File: src/logic/cbh_map.svh
`ifndef CBH_MAP_SVH
`define CBH_MAP_SVH

// APB register byte offsets
`define CBH_ADDR_W        12
`define CBH_REG_MAP       12'h000
`define CBH_REG_TAP       12'h004
`define CBH_REG_STAT      12'h008

// Switch-code map register layout
`define CBH_MAP_W         13
`define CBH_MAP_RESET     13'h00E4
`define CBH_MAP_PTM_LSB   0
`define CBH_MAP_PTT_LSB   2
`define CBH_MAP_ALT_LSB   4
`define CBH_MAP_HYB_LSB   6
`define CBH_MAP_INV_TB    8
`define CBH_MAP_INV_PAIR  9
`define CBH_MAP_INV_REV   10
`define CBH_MAP_INV_LIM   11
`define CBH_MAP_INV_MONO  12

// Status register layout
`define CBH_STAT_SW_LSB   4
`define CBH_STAT_GL_LSB   16
`define CBH_STAT_GR_LSB   24

// Tap threshold, in millisecond ticks
`define CBH_TAP_W         16
`define CBH_TAP_RESET     16'h012C

// Timing
`define CBH_CLK_PERIOD_NS 10
`define CBH_TICK_TIME_NS  1000000
`define CBH_TICK_CYCLES   (`CBH_TICK_TIME_NS / `CBH_CLK_PERIOD_NS)
`define CBH_DEBOUNCE_MS   10

// Gain values; 40 dB down is 1/100 of full scale, rounded up
`define CBH_GAIN_FULL     8'hFF
`define CBH_BAL_MID       8'h80
`define CBH_FLOOR_GAIN    8'h03

`endif

File: src/logic/cbh_pkg.sv
package cbh_pkg;

   // Main output button behaviours
   typedef enum logic [1:0] {
      CBH_PTM,
      CBH_PTT,
      CBH_ALT,
      CBH_HYB
   } cbh_main_mode_e;

   typedef logic [7:0] cbh_gain_t;

endpackage

File: src/logic/cbh_console.sv
`timescale 1ns/100ps
`include "cbh_map.svh"

module cbh_console #(
   parameter int TICK_CYCLES = `CBH_TICK_CYCLES
) (
   // Clock and reset
   input  wire logic                   mclk,
   input  wire logic                   reset,
   // APB slave
   input  wire logic                   psel,
   input  wire logic                   penable,
   input  wire logic                   pwrite,
   input  wire logic [`CBH_ADDR_W-1:0] paddr,
   input  wire logic [31:0]            pwdata,
   output logic      [31:0]            prdata,
   output logic                        pready,
   output logic                        pslverr,
   // Front-panel buttons
   input  wire logic                   main_button,
   input  wire logic                   talkback_button,
   // Configuration switches
   input  wire logic                   mono_headphone_select,
   input  wire logic                   main_button_mode_bit_a,
   input  wire logic                   main_button_mode_bit_b,
   input  wire logic                   talkback_button_mode_select,
   input  wire logic                   control_pairing_select,
   input  wire logic                   orientation_reverse_select,
   input  wire logic                   minimum_level_select,
   // Rotary control positions, zero is fully counterclockwise
   input  wire logic [7:0]             pot_left,
   input  wire logic [7:0]             pot_right,
   // Cue audio in
   input  wire logic                   cue_valid,
   input  wire logic signed [15:0]     cue_left,
   input  wire logic signed [15:0]     cue_right,
   // Headphone audio out
   output logic                        hp_valid,
   output logic signed [15:0]          hp_left,
   output logic signed [15:0]          hp_right,
   // Channel decisions
   output logic                        main_active,
   output logic                        talkback_active
);

   logic [6:0]             sw1_reg, sw2_reg, sw3_reg, sw_reg;
   logic [`CBH_MAP_W-1:0]  map_reg;
   logic [`CBH_TAP_W-1:0]  tap_reg;
   logic [31:0]            tick_cnt_reg;
   logic                   tick_reg;
   logic                   mb_held, mb_press, mb_tap, mb_long;
   logic                   tb_held, tb_press, tb_tap, tb_long;
   logic                   main_state_reg, main_prior_reg;
   logic                   tb_state_reg, tb_prior_reg;
   cbh_pkg::cbh_main_mode_e mmode;
   logic                   tb_hyb, pair_bal, rev_on, lim_on, mono_on;
   cbh_pkg::cbh_gain_t     bal_l, bal_r, gl_next, gr_next;
   cbh_pkg::cbh_gain_t     gain_l_reg, gain_r_reg;
   logic signed [15:0]     sl, sr;
   logic                   acc_wr, setup;
   logic [31:0]            rd_next;
   logic                   err_next;

   // Product of two gains, full scale near unity
   function automatic cbh_pkg::cbh_gain_t scale(input logic [7:0] a,
                                                input logic [7:0] b);
      logic [15:0] p;
      p = 16'(a) * 16'(b);
      return p[15:8];
   endfunction

   // Sample times gain
   function automatic logic signed [15:0] apply(
         input logic signed [15:0] s, input logic [7:0] g);
      logic signed [24:0] p;
      p = s * $signed({1'b0, g});
      return p[23:8];
   endfunction

   // Saturating sum of two samples
   function automatic logic signed [15:0] sat_add(
         input logic signed [15:0] a, input logic signed [15:0] b);
      logic signed [16:0] s;
      s = 17'(a) + 17'(b);
      if (s > 17'sh07FFF) begin
         return 16'sh7FFF;
      end else if (s < -17'sh08000) begin
         return 16'sh8000;
      end
      return s[15:0];
   endfunction

   // Raise a gain to the floor when limited minimum is on
   function automatic cbh_pkg::cbh_gain_t floor_g(input logic [7:0] g,
                                                  input logic lim);
      return (lim && g < `CBH_FLOOR_GAIN) ? `CBH_FLOOR_GAIN : g;
   endfunction

   // Switch synchroniser: a change counts when stages two and three agree
   always_ff @(posedge mclk) begin
      if (reset) begin
         sw1_reg <= 7'h00;
         sw2_reg <= 7'h00;
         sw3_reg <= 7'h00;
         sw_reg  <= 7'h00;
      end else begin
         sw1_reg <= {mono_headphone_select, minimum_level_select,
                     orientation_reverse_select, control_pairing_select,
                     talkback_button_mode_select, main_button_mode_bit_b,
                     main_button_mode_bit_a};
         sw2_reg <= sw1_reg;
         sw3_reg <= sw2_reg;
         if (sw2_reg == sw3_reg) begin
            sw_reg <= sw3_reg;
         end
      end
   end

   // Millisecond tick enable
   always_ff @(posedge mclk) begin
      if (reset) begin
         tick_cnt_reg <= 32'h0000_0000;
         tick_reg     <= 1'b0;
      end else if (tick_cnt_reg == 32'(TICK_CYCLES - 1)) begin
         tick_cnt_reg <= 32'h0000_0000;
         tick_reg     <= 1'b1;
      end else begin
         tick_cnt_reg <= tick_cnt_reg + 32'h0000_0001;
         tick_reg     <= 1'b0;
      end
   end

   // Button conditioning
   cbh_button u_main_btn (
      .mclk      (mclk),
      .reset     (reset),
      .tick      (tick_reg),
      .tap_ticks (tap_reg),
      .btn_pin   (main_button),
      .held      (mb_held),
      .press     (mb_press),
      .rel_tap   (mb_tap),
      .rel_long  (mb_long)
   );

   cbh_button u_tb_btn (
      .mclk      (mclk),
      .reset     (reset),
      .tick      (tick_reg),
      .tap_ticks (tap_reg),
      .btn_pin   (talkback_button),
      .held      (tb_held),
      .press     (tb_press),
      .rel_tap   (tb_tap),
      .rel_long  (tb_long)
   );

   // Mode decode through the software map
   always_comb begin
      logic [1:0] code;
      code = sw_reg[1:0];
      if (code == map_reg[`CBH_MAP_PTM_LSB +: 2]) begin
         mmode = cbh_pkg::CBH_PTM;
      end else if (code == map_reg[`CBH_MAP_ALT_LSB +: 2]) begin
         mmode = cbh_pkg::CBH_ALT;
      end else if (code == map_reg[`CBH_MAP_HYB_LSB +: 2]) begin
         mmode = cbh_pkg::CBH_HYB;
      end else begin
         mmode = cbh_pkg::CBH_PTT;
      end
      tb_hyb   = sw_reg[2] ^ map_reg[`CBH_MAP_INV_TB];
      pair_bal = sw_reg[3] ^ map_reg[`CBH_MAP_INV_PAIR];
      rev_on   = sw_reg[4] ^ map_reg[`CBH_MAP_INV_REV];
      lim_on   = sw_reg[5] ^ map_reg[`CBH_MAP_INV_LIM];
      mono_on  = sw_reg[6] ^ map_reg[`CBH_MAP_INV_MONO];
   end

   // Main latched state for alternate and hybrid
   always_ff @(posedge mclk) begin
      if (reset) begin
         main_state_reg <= 1'b0;
         main_prior_reg <= 1'b0;
      end else begin
         unique case (mmode)
            cbh_pkg::CBH_ALT: begin
               if (mb_press) begin
                  main_state_reg <= !main_state_reg;
               end
            end
            cbh_pkg::CBH_HYB: begin
               if (mb_press) begin
                  main_prior_reg <= main_state_reg;
                  main_state_reg <= 1'b1;
               end else if (mb_tap) begin
                  main_state_reg <= !main_prior_reg;
               end else if (mb_long) begin
                  main_state_reg <= 1'b0;
               end
            end
            cbh_pkg::CBH_PTM, cbh_pkg::CBH_PTT: begin
               main_state_reg <= 1'b0;
            end
         endcase
      end
   end

   // Main channel decision
   always_ff @(posedge mclk) begin
      if (reset) begin
         main_active <= 1'b0;
      end else begin
         unique case (mmode)
            cbh_pkg::CBH_PTM: main_active <= !mb_held;
            cbh_pkg::CBH_PTT: main_active <= mb_held;
            cbh_pkg::CBH_ALT, cbh_pkg::CBH_HYB: begin
               main_active <= main_state_reg;
            end
         endcase
      end
   end

   // Talkback latched state and decision
   always_ff @(posedge mclk) begin
      if (reset) begin
         tb_state_reg    <= 1'b0;
         tb_prior_reg    <= 1'b0;
         talkback_active <= 1'b0;
      end else if (tb_hyb) begin
         if (tb_press) begin
            tb_prior_reg <= tb_state_reg;
            tb_state_reg <= 1'b1;
         end else if (tb_tap) begin
            tb_state_reg <= !tb_prior_reg;
         end else if (tb_long) begin
            tb_state_reg <= 1'b0;
         end
         talkback_active <= tb_state_reg;
      end else begin
         tb_state_reg    <= 1'b0;
         talkback_active <= tb_held;
      end
   end

   // Headphone gains from controls and modes
   always_comb begin
      bal_l = (pot_right < `CBH_BAL_MID) ? `CBH_GAIN_FULL
            : {~pot_right[6:0], 1'b0}; // Twice 255 minus position
      bal_r = (pot_right >= `CBH_BAL_MID) ? `CBH_GAIN_FULL
            : {pot_right[6:0], 1'b0};
      if (pair_bal) begin
         gl_next = scale(pot_left, rev_on ? bal_r : bal_l);
         gr_next = scale(pot_left, rev_on ? bal_l : bal_r);
      end else begin
         gl_next = rev_on ? pot_right : pot_left;
         gr_next = rev_on ? pot_left : pot_right;
      end
   end

   // Gain registers with minimum-level floor
   always_ff @(posedge mclk) begin
      if (reset) begin
         gain_l_reg <= 8'h00;
         gain_r_reg <= 8'h00;
      end else begin
         gain_l_reg <= floor_g(gl_next, lim_on);
         gain_r_reg <= floor_g(gr_next, lim_on);
      end
   end

   assign sl = apply(cue_left, gain_l_reg);
   assign sr = apply(cue_right, gain_r_reg);

   // Headphone sample path
   always_ff @(posedge mclk) begin
      if (reset) begin
         hp_valid <= 1'b0;
         hp_left  <= 16'sh0000;
         hp_right <= 16'sh0000;
      end else begin
         hp_valid <= cue_valid;
         if (cue_valid) begin
            hp_left  <= mono_on ? sat_add(sl, sr) : sl;
            hp_right <= mono_on ? sat_add(sl, sr) : sr;
         end
      end
   end

   // APB decode; no wait state, answer registered at setup
   assign setup  = psel && !penable;
   assign acc_wr = psel && penable && pready && pwrite;

   always_comb begin
      rd_next  = 32'h0000_0000;
      err_next = 1'b0;
      unique case (paddr)
         `CBH_REG_MAP: rd_next = 32'(map_reg);
         `CBH_REG_TAP: rd_next = 32'(tap_reg);
         `CBH_REG_STAT: begin
            err_next = pwrite;
            rd_next  = {gain_r_reg, gain_l_reg, 5'h00, sw_reg,
                        tb_held, mb_held, talkback_active, main_active};
         end
         default: err_next = 1'b1;
      endcase
   end

   // APB answer
   always_ff @(posedge mclk) begin
      if (reset) begin
         pready  <= 1'b0;
         pslverr <= 1'b0;
         prdata  <= 32'h0000_0000;
      end else begin
         pready  <= setup;
         pslverr <= setup && err_next;
         if (setup) begin
            prdata <= pwrite ? 32'h0000_0000 : rd_next;
         end
      end
   end

   // Writable registers
   always_ff @(posedge mclk) begin
      if (reset) begin
         map_reg <= `CBH_MAP_RESET;
         tap_reg <= `CBH_TAP_RESET;
      end else if (acc_wr && paddr == `CBH_REG_MAP) begin
         map_reg <= pwdata[`CBH_MAP_W-1:0];
      end else if (acc_wr && paddr == `CBH_REG_TAP) begin
         tap_reg <= pwdata[`CBH_TAP_W-1:0];
      end
   end
endmodule

File: src/logic/cbh_button.sv
`timescale 1ns/100ps
`include "cbh_map.svh"

module cbh_button #(
   parameter int DEBOUNCE_TICKS = `CBH_DEBOUNCE_MS
) (
   // Clock and reset
   input  wire logic                  mclk,
   input  wire logic                  reset,
   // Timing
   input  wire logic                  tick,
   input  wire logic [`CBH_TAP_W-1:0] tap_ticks,
   // Button pin
   input  wire logic                  btn_pin,
   // Decoded events
   output logic                       held,
   output logic                       press,
   output logic                       rel_tap,
   output logic                       rel_long
);

   logic                  s1_reg, s2_reg, s3_reg;
   logic [7:0]            deb_reg;
   logic [`CBH_TAP_W-1:0] hold_reg;

   // Three-stage synchroniser
   always_ff @(posedge mclk) begin
      if (reset) begin
         s1_reg <= 1'b0;
         s2_reg <= 1'b0;
         s3_reg <= 1'b0;
      end else begin
         s1_reg <= btn_pin;
         s2_reg <= s1_reg;
         s3_reg <= s2_reg;
      end
   end

   // Debounce: level must differ for the whole settle time
   always_ff @(posedge mclk) begin
      press    <= 1'b0;
      rel_tap  <= 1'b0;
      rel_long <= 1'b0;
      if (reset) begin
         held    <= 1'b0;
         deb_reg <= 8'h00;
      end else if (s2_reg != s3_reg || s3_reg == held) begin
         deb_reg <= 8'h00;
      end else if (tick) begin
         if (deb_reg == 8'(DEBOUNCE_TICKS - 1)) begin
            deb_reg  <= 8'h00;
            held     <= s3_reg;
            press    <= s3_reg;
            rel_tap  <= !s3_reg && (hold_reg < tap_ticks);
            rel_long <= !s3_reg && (hold_reg >= tap_ticks);
         end else begin
            deb_reg <= deb_reg + 8'h01;
         end
      end
   end

   // Press duration, saturating
   always_ff @(posedge mclk) begin
      if (reset || press) begin
         hold_reg <= '0;
      end else if (tick && held && hold_reg != '1) begin
         hold_reg <= hold_reg + 1'b1;
      end
   end

endmodule

File: config.mk
export PLATFORM = sky130hd
export DESIGN_NAME = cbh_console
export DESIGN_NICKNAME = d
export VERILOG_FILES = /design/src/logic/cbh_pkg.sv /design/src/logic/cbh_console.sv /design/src/logic/cbh_button.sv
export VERILOG_INCLUDE_DIRS = /design/src /design/src/logic
export SDC_FILE = /design/constraint.sdc
export NUM_CORES = 1
export LEC_CHECK = 0
export BUFFER_PORTS_ARGS = -buffer_cell sky130_fd_sc_hd__buf_2
export CAP_MARGIN = 20
export CORE_MARGIN = 2
export CORE_UTILIZATION = 30
export DETAILED_ROUTE_END_ITERATION = 16
export GPL_ROUTABILITY_DRIVEN = 0
export SYNTH_ARGS = -nofsm -noshare
export SYNTH_HDL_FRONTEND = slang
export SYNTH_SLANG_ARGS = --single-unit
export TNS_END_PERCENT = 1
File: constraint.sdc
create_clock -name mclk -period 19.79 [get_ports mclk]
set_clock_uncertainty 0.15 [all_clocks]
set_input_delay 3.958 -clock mclk [delete_from_list [all_inputs] [get_ports mclk]]
set_output_delay 3.958 -clock mclk [all_outputs]
set_load 0.1 [all_outputs]
# After elaboration in Yosys (flattened, before gate mapping)

Index checks and enable logic that the tools add are counted.
Widths: inputs -> output; s select.

$mul: 4
Div/mod/pow operators: 0
Shifts and indexed selects: 0
Equal/unequal tests: 20
Magnitude comparators: 10
Mux-type cells: 38
Bitwise gates (word level): 13
$add $sub $neg: 6
Reduce and logical (&&, ||, !) cells: 48

Operator list:

| cell                  | number |
|---|---|
| $pmux 32 s3           | 1 |
| $mux 16               | 5 |
| $mux 8                | 10 |
| $mul 16x9->24         | 2 |
| $add 16x1->16 const B | 2 |
| $add 32x1->32 const B | 1 |
| $eq 32x17->1 const B  | 1 |
| $ge 16x16->1          | 2 |
| $lt 16x16->1          | 2 |
| $mul 8x8->16          | 2 |
| $mux 32               | 1 |
| $ne 16x16->1 const B  | 2 |
| $reduce_or 2->1       | 9 |
| $add 16x16->17        | 1 |
| $gt 17x16->1 const B  | 1 |
| $logic_and 1x1->1     | 17 |
| $lt 17x16->1 const B  | 1 |
| $add 8x1->8 const B   | 2 |
| $eq 8x4->1 const B    | 2 |
| $lt 8x2->1 const B    | 2 |
| $mux 1                | 13 |
| $eq 12x3->1 const B   | 1 |
| $eq 12x4->1 const B   | 1 |
| $logic_not 12->1      | 1 |
| 23 further kinds      | 57 |

Memory bits (read-only): 0
Bits in registers: 241
Bits in latches: 0
Memories kept: 0
Word-level logic and storage cells: 181
Memory bits (writable): 0
Input port bits: 107

# Longest topological paths before layout

Gate-level depths: netlist of the first run.

Depth in word-level cells: 9
Gate-level depth with buffers: 33
Mapped depth without buffers: 31

# Modules after synthesis

A second synthesis of the first run with hierarchy kept.

Cell total of the unflattened synthesis: 2,922
Area total of the unflattened synthesis: 24,589.8 sq um

By module, submodules not included:

| module      | cells an instance | times used | area an instance (sq um) | seq. area each (sq um) |
|---|---|---|---|---|
| cbh_console | 2,452             | 1          | 20,701.1                 | 3,583.4 |
| cbh_button  | 235               | 2          | 1,944.4                  | 620.6 |

# Least setup slack after synthesis of the first run

Ideal clock, no wire load.

Kind: in2reg
Start: input cue_right[15]
End: register hp_left[2]
Cell stages on the path: 26
Slack: 9,383 ps
Arrival time: 10,169 ps
Library setup time: 88 ps
Path buffers: 1
Required time: 19,552 ps
Cells stage by stage: and2_1 -> fa_1 -> inv_1 -> fa_1 -> inv_1 -> fa_1 -> inv_1 -> fa_1 -> inv_1 -> ha_1 -> or4_1 -> a211o_1 -> o21ai_1 -> o22ai_1 -> o221ai_1 -> inv_1 -> ha_1 -> a211o_1 -> nand2_1 -> a211oi_1 -> a311o_2 -> xnor2_4 -> a21oi_4 -> buf_6 -> o21ai_2 -> a311oi_2

Cells in the longest elaborated chain, start to end: 9
Elaborated cells on any way between the ends: 11
Classes of those cells: add/sub (1); mul (1); order compare (2); mux (7)

Ends and longest elaborated chain:

| item                 | line               | source |
|---|---|---|
| from (decl)          | cbh_console.sv:36  | `input wire logic signed [15:0] cue_right,` |
| $mul 16x9->24 (*)    | cbh_console.sv:76  | `p = s * $signed({1'b0, g});` |
| $add 16x16->17 (*)   | cbh_console.sv:84  | `s = 17'(a) + 17'(b);` |
| $lt 17x16->1         | cbh_console.sv:87  | `end else if (s < -17'sh08000) begin` |
| $mux 1               | cbh_console.sv:87  |  |
| $mux 1               | cbh_console.sv:85  | `if (s > 17'sh07FFF) begin` |
| $mux 1               | cbh_console.sv:281 | `if (cue_valid) begin` |
| $mux 1               | cbh_console.sv:275 | `if (reset) begin` |
| $mux 16 (*)          | cbh_console.sv:90  | `return s[15:0];` |
| $mux 16 (*)          | cbh_console.sv:282 | `hp_left <= mono_on ? sat_add(sl, sr) : sl;` |
| to (signal assigned) | cbh_console.sv:282 |  |
| to (decl)            | cbh_console.sv:39  | `output logic signed [15:0] hp_left,` |

Every way passes the cells marked *; elsewhere a longest branch is shown, timed or not. The select of a mux whose other input is x is not followed.
A chain may end at the register's enable or synchronous reset.

# Worst setup path after layout of the first run

Start: input cue_right[15]
End: register hp_right[5]

Cells in the longest elaborated chain, start to end: 9
Elaborated cells on any way between the ends: 11
Classes of those cells: add/sub (1); mul (1); order compare (2); mux (7)

Ends and longest elaborated chain:

| item                 | line               | source |
|---|---|---|
| $mul 16x9->24 (*)    | cbh_console.sv:76  |  |
| $add 16x16->17 (*)   | cbh_console.sv:84  |  |
| $lt 17x16->1         | cbh_console.sv:87  |  |
| $mux 1               | cbh_console.sv:87  |  |
| $mux 1               | cbh_console.sv:85  |  |
| $mux 1               | cbh_console.sv:281 |  |
| $mux 1               | cbh_console.sv:275 |  |
| $mux 16 (*)          | cbh_console.sv:90  |  |
| $mux 16 (*)          | cbh_console.sv:283 | `hp_right <= mono_on ? sat_add(sl, sr) : sr;` |
| to (signal assigned) | cbh_console.sv:283 |  |
| to (decl)            | cbh_console.sv:40  | `output logic signed [15:0] hp_right,` |

Marked as above.

==> results of run 1 <==
==> metrics by stage <==
stage | instances | hold WS [ns] | power, mW
CTS | 4008 | 0.284 | 3.22
floorplan | 2828 | 0.264 | 2.31
global route | 4011 | 0.297 | 3.52
global placement | 3960 | 0.271 | 2.67
detailed placement | 3960 | 0.271 | 2.69
finish | 4012 | 0.283 | 3.19
==> cell families (layout without fill, tap and decap cells) <==
family | count (synthesis) | count (layout) | synth area share (%)
buf+inv | 518 | 638 | 8.16
simple gates | 1026 | 1026 | 20.8
mux | 41 | 41 | 1.74
flops | 241 | 241 | 20.0
xor+xnor | 153 | 153 | 5.69
other cells | 0 | 4 | 0
compound gates | 372 | 372 | 10.6
fa+ha+maj | 477 | 477 | 33.1
==> cell usage after synthesis (5+ instances only) <==
cell type  number
a21o_1         22
or3_1          14
o21ai_0        62
nand4_1        34
a211o_1         6
a31oi_1         9
nor3_1         48
a311oi_1       22
clkbuf_1       88
fa_1          269
inv_1         417
mux2i_1        37
nor4_1         17
o21ai_2        12
xor2_1         79
o22ai_1         7
o31ai_1         5
nor2b_1        51
nand2_1       322
nand2b_1       12
ha_1          207
buf_1           5
xnor2_1        72
and3_1         14
nand3_1        37
a22oi_1        33
or2_2           7
a21oi_1       109
dfxtp_1       241
and2_1        213
o21a_1         22
a211oi_1        9
o211ai_1        6
nor2_1        231
and4_1          9
==> power groups by stage <==
stage	clock network (mW)	registers [mW]	logic (mW)
2_1_floorplan	0	0.683	1.62
3_3_place_gp	0	0.548	2.12
3_5_place_dp	0	0.549	2.14
4_1_cts	0.533	0.538	2.15
5_1_grt	0.553	0.541	2.42
6_report	0.517	0.538	2.13
==> critical path, delay by kind of cell <==
kind | cells | cell delay [ns]
fa+ha+maj | 6 | 2.91
compound gates | 10 | 2.61
simple gates | 3 | 0.83
buf+inv | 6 | 0.63
xor+xnor | 1 | 0.18
==> layout make-up <==
type | instances | area (um2)
antenna | 4 | 10.0
clock buffer | 36 | 739
clock inverter | 12 | 164
fill | 8373 | 53100
inverter | 417 | 1570
multi-input combinational | 2069 | 17400
sequential | 241 | 4820
tap | 1060 | 1330
timing repair buffer | 173 | 903
==> routing by layer <==
layer	wire (um)	share of wire, %	up-vias
li1	-	-	9333
met1	27700	47	9112
met2	27800	47	300
met3	2790	4.7	70
met4	1060	1.8	6
met5	35	0.059	-
==> worst max path at each step <==
stage	end	depth (start not counted)
2_1_floorplan	hp_left[2]$_SDFFE_PP0P_	26
6_report	hp_right[5]$_SDFFE_PP0P_	26
4_1_cts	hp_left[6]$_SDFFE_PP0P_	26
3_5_place_dp	hp_left[6]$_SDFFE_PP0P_	26
3_3_place_gp	hp_right[2]$_SDFFE_PP0P_	26
5_1_grt	hp_right[8]$_SDFFE_PP0P_	30
==> flow_metrics.tcl, run 1 <==
set metrics [dict create \
    setup_ws_ns 8.98 \
    fin_util_pct 33.6 \
    yosys_warnings 0 \
    grt_use_met2_pct 24.4 \
    met3_usage_pct 2.36 \
    crit_arrival_ns 11.13 \
    root_buffer "clkbuf_16" \
    cts_resized 0 \
    drv_cap 0 \
    startpoint "cue_right[15]" \
    pwr-share-seq_pct 16.9 \
    post_cts_buffers 0 \
    first_global_vias 18700 \
    period_share_pct 54.6 \
    status "completed" \
    ir_drop_mv 0.207 \
    busiest_layer "met2" \
    max_freq_ghz 0.0925 \
    grt_overflow_total 0 \
    core_mm2 0.0800 \
    crit_top_cell "inv_1" \
    required_ns 20.11 \
    drt_iter0_drc 970 \
    dp.final_hpwl_um 47600 \
    holdCritStartpoint "sw1_reg[3]$_SDFF_PP0_" \
    slowest_stage "fa_1" \
    grt_use_total_pct 14.5 \
    combPwrFrac_pct 66.9 \
    ys_seq_area_share_pct 20.0 \
    cp_max_fo 12 \
    r2r_end "hp_right[5]$_SDFFE_PP0P_" \
    viasPerCell 4.69 \
    worstSetupPathType "input port to flip-flop" \
    syn_nets 3411 \
    leakage_nw 12.7 \
    p_sw_mw 1.56 \
    r2r_slack_ns 11.75 \
    yosys_most_used_dff "dfxtp_1" \
    die_h_um 288 \
    pin_count 176 \
    hold_path_class "flip-flop to flip-flop" \
    drive_gt1_share_pct 9.26 \
    wl_um 59400 \
    switching_share_pct 48.9 \
    synth_top_area_cell "fa_1" \
    ys_ff_latch 241 \
    max_stage_delay_ns 0.63 \
    tightest_slew_ns 1.02 \
    rsz0062_at_grt "no" \
    final_area_mm2 0.0269 \
    slew_viol_final 0 \
    relSlewSlack_pct 32.1 \
    finalCriticalPeriod_ns 10.81 \
    yosysUniqueCellTypes 83 \
    pre_cts_slack_ns 8.38 \
    h-tree-depth 1 \
    cts_buffers 27 \
    cp-start-kind "input port" \
    rows 104 \
    mostFrequentLayoutCell "inv_1" \
    grt_first_pass_wirelength_um 98200 \
    synth_edf_count 0 \
    routed-via-count 18800 \
    fin_setup_tns_ns 0 \
    power.internal_mw 1.63 \
    first_pass_iters 5 \
    end_kind "flip-flop" \
    power.density_mw_per_mm2 119 \
    clock_latency_ns 0.57 \
    synth_area_per_cell_um2 8.53 \
    fp.dieW_um 288 \
    p_clk_share_pct 16.2 \
    io_buffers 159 \
    grt_util_met1_pct 19.5 \
    worst_r2r_path_depth 30 \
    final_hold_viol_count 0 \
    holdPathEnd "sw2_reg[3]$_SDFF_PP0_" \
    syn_to_final_growth_pct 11.5 \
    dieArea_mm2 0.0827 \
    r2r_start "gain_r_reg[2]$_SDFF_PP0_" \
    place_area_mm2 0.0260 \
    grt_max_degree 80 \
    synthesis.area_mm2 0.0241 \
    antenna_left 0 \
    async_flop_share_pct 0 \
    antenna_found_initial 7 \
    layout_common_cells "417 x inv_1, 322 x nand2_1, 269 x fa_1" \
    ctsLongestPathBuffers 3 \
    synthTopCellsByArea "fa_1 22%, dfxtp_1 20%, ha_1 11%" \
    drc 0 \
    post_drt_wl_per_cell_um 14.8 \
    clk_pin_slew_ns 0.06 \
    holdPathStages 1 \
    netlist.area_leader.share_pct 22.3 \
    cts_sinks 241 \
    tritoncts "yes" \
    finalSetupViolCount 0 \
    netlist_instances 2828 \
    ctsHoldBuffers 0 \
    layout.nets 3512 \
    start_util_pct 30.2 \
]
Power figures use the tool's default switching activity.
==> run 2: changes to the inputs <==
--- a/config.mk
+++ b/config.mk
@@ -6,6 +6,7 @@
 export SDC_FILE = /design/constraint.sdc
 export NUM_CORES = 1
 export LEC_CHECK = 0
+export ABC_AREA = 1
 export BUFFER_PORTS_ARGS = -buffer_cell sky130_fd_sc_hd__buf_2
 export CAP_MARGIN = 20
 export CORE_MARGIN = 2
==> constraint.sdc (replaced) <==
create_clock -name mclk -period 10.5 [get_ports mclk]
set_clock_uncertainty 0.15 [all_clocks]
set_input_delay 2.1 -clock mclk [delete_from_list [all_inputs] [get_ports mclk]]
set_output_delay 2.1 -clock mclk [all_outputs]
set_load 0.1 [all_outputs]
==> flow_metrics.tcl, run 2 <==
set metrics [dict create \
    netlist.area_leader.share_pct 21.0 \
    yosysMostFrequentCell "inv_1" \
    cts_resized 0 \
    h-tree-depth 1 \
    io_buffers 159 \
    yosysUniqueCellTypes 60 \
    finalSetupViolCount 0 \
    slew_viol_final 0 \
    grt_overflow_total 0 \
    relSlewSlack_pct 32.6 \
    grt_first_pass_wirelength_um 115000 \
    ys_seq_area_share_pct 18.8 \
    layout.nets 4284 \
    drc 0 \
    pin_count 176 \
    antenna_found_initial 9 \
    post_cts_buffers 0 \
    period_share_pct 79.3 \
    synth_common_cells "838 x inv_1, 829 x nand2_1, 269 x fa_1" \
    rows 107 \
    root_buffer "clkbuf_16" \
    cts_buffers 29 \
    cts_sinks 241 \
    synthesis.area_mm2 0.0257 \
    first_global_vias 21600 \
    tritoncts "yes" \
    netlist_instances 3626 \
    mostFrequentLayoutCell "inv_1" \
    slowest_stage "fa_1" \
    synth_edf_count 0 \
    start_util_pct 30.2 \
    crit_arrival_ns 8.65 \
    drive_gt1_share_pct 8.06 \
    status "completed" \
    async_flop_share_pct 0 \
    ctsLongestPathBuffers 3 \
    drv_cap 0 \
    layout_common_cells "837 x inv_1, 829 x nand2_1, 269 x fa_1" \
    wl_um 71300 \
    clock_latency_ns 0.58 \
    fin_setup_tns_ns 0 \
    first_pass_iters 6 \
    post_drt_wl_per_cell_um 14.6 \
    routed-via-count 22200 \
    required_ns 10.82 \
    synth_area_per_cell_um2 7.09 \
    fp.dieW_um 297 \
    rsz0062_at_grt "no" \
    hold_path_class "flip-flop to flip-flop" \
    ys_ff_latch 241 \
    cp_max_fo 15 \
    end_kind "flip-flop" \
    max_stage_delay_ns 0.57 \
    max_freq_ghz 0.120 \
    drt_iter0_drc 1431 \
    antenna_left 0 \
    fin_util_pct 33.5 \
    crit_top_cell "nand2_1" \
    dieArea_mm2 0.0880 \
    yosys_warnings 0 \
    core_mm2 0.0850 \
    synthTopCellsByArea "fa_1 21%, dfxtp_1 19%, inv_1 12%" \
    r2r_slack_ns 3.00 \
    worstSetupPathType "input port to flip-flop" \
    viasPerCell 4.56 \
    grt_max_degree 70 \
    yosys_most_used_dff "dfxtp_1" \
    dp.final_hpwl_um 57200 \
    finalCriticalPeriod_ns 8.33 \
    synth_top_area_cell "fa_1" \
    die_h_um 297 \
    clk_pin_slew_ns 0.06 \
    final_hold_viol_count 0 \
    syn_to_final_growth_pct 11.0 \
    cp-start-kind "input port" \
    grt_use_total_pct 16.2 \
    syn_nets 4209 \
    ctsHoldBuffers 0 \
    tightest_slew_ns 1.01 \
]
-- run 2: critical path: cells and delay by family --
family / cells / cell delay [ns]
xor gates and xnor gates: 1 / 0.27
AOI/OAI and AO/OA: 4 / 1.07
and+or+nand+nor: 16 / 2.02
buffers and inverters: 5 / 0.38
adders and majority gates: 6 / 2.78
-- run 2: logic make-up after synthesis --
group | synth area share [%]
AND/OR/NAND/NOR | 23.3
buffers and inverters | 14.5
adder cells (fa/ha/maj) | 31.0
AO/OA/AOI/OAI | 9.90
flip-flops | 18.8
XOR/XNOR | 2.56
-- run 2: area by class of cell --
cell class	count	area, um2
Timing Repair Buffer	171	888
Tap cell	1144	1430
Clock buffer	38	810
Clock inverter	15	201
Sequential cell	241	4820
Multi-Input combinational cell	2412	17200
Antenna cell	6	15.0
Fill cell	9152	56500
Inverter	846	3180
-- run 2: per-stage QoR --
step / cells / hold WS, ns / worst slack (ns) / instance area [um2]
final: 4873 / 0.250 / 2.17 / 28500
after global routing: 4870 / 0.265 / 1.61 / 28500
after CTS: 4867 / 0.249 / 2.20 / 28500
after detailed placement: 4814 / 0.245 / 1.61 / 27500
after global placement: 4814 / 0.248 / 1.70 / 27500
after floorplan: 3626 / 0.238 / 2.40 / 25700
-- run 2: routing by layer --
metal | routed length [um] | track usage [%] | up-vias
met4 | 1430 | 3.55 | 4
met3 | 4230 | 2.53 | 85
met1 | 34000 | 22.7 | 10400
li1 | - | - | 11200
met5 | 27 | 0 | -
met2 | 31700 | 26.4 | 498
-- run 2: path summary, 6_finish.rpt --
kind,from,end,cells past startpoint
setup reg to reg,gain_r_reg[5]$_SDFF_PP0_,hp_right[4]$_SDFFE_PP0P_,31
hold / removal,u_main_btn.s1_reg$_SDFF_PP0_,u_main_btn.s2_reg$_SDFF_PP0_,2
setup / recovery,cue_right[6],hp_right[4]$_SDFFE_PP0P_,32
hold reg to reg,u_main_btn.s1_reg$_SDFF_PP0_,u_main_btn.s2_reg$_SDFF_PP0_,2
Power of run 2 is not shown: default switching activity piles up to over one toggle a cycle in this logic, so the estimate is an artifact.
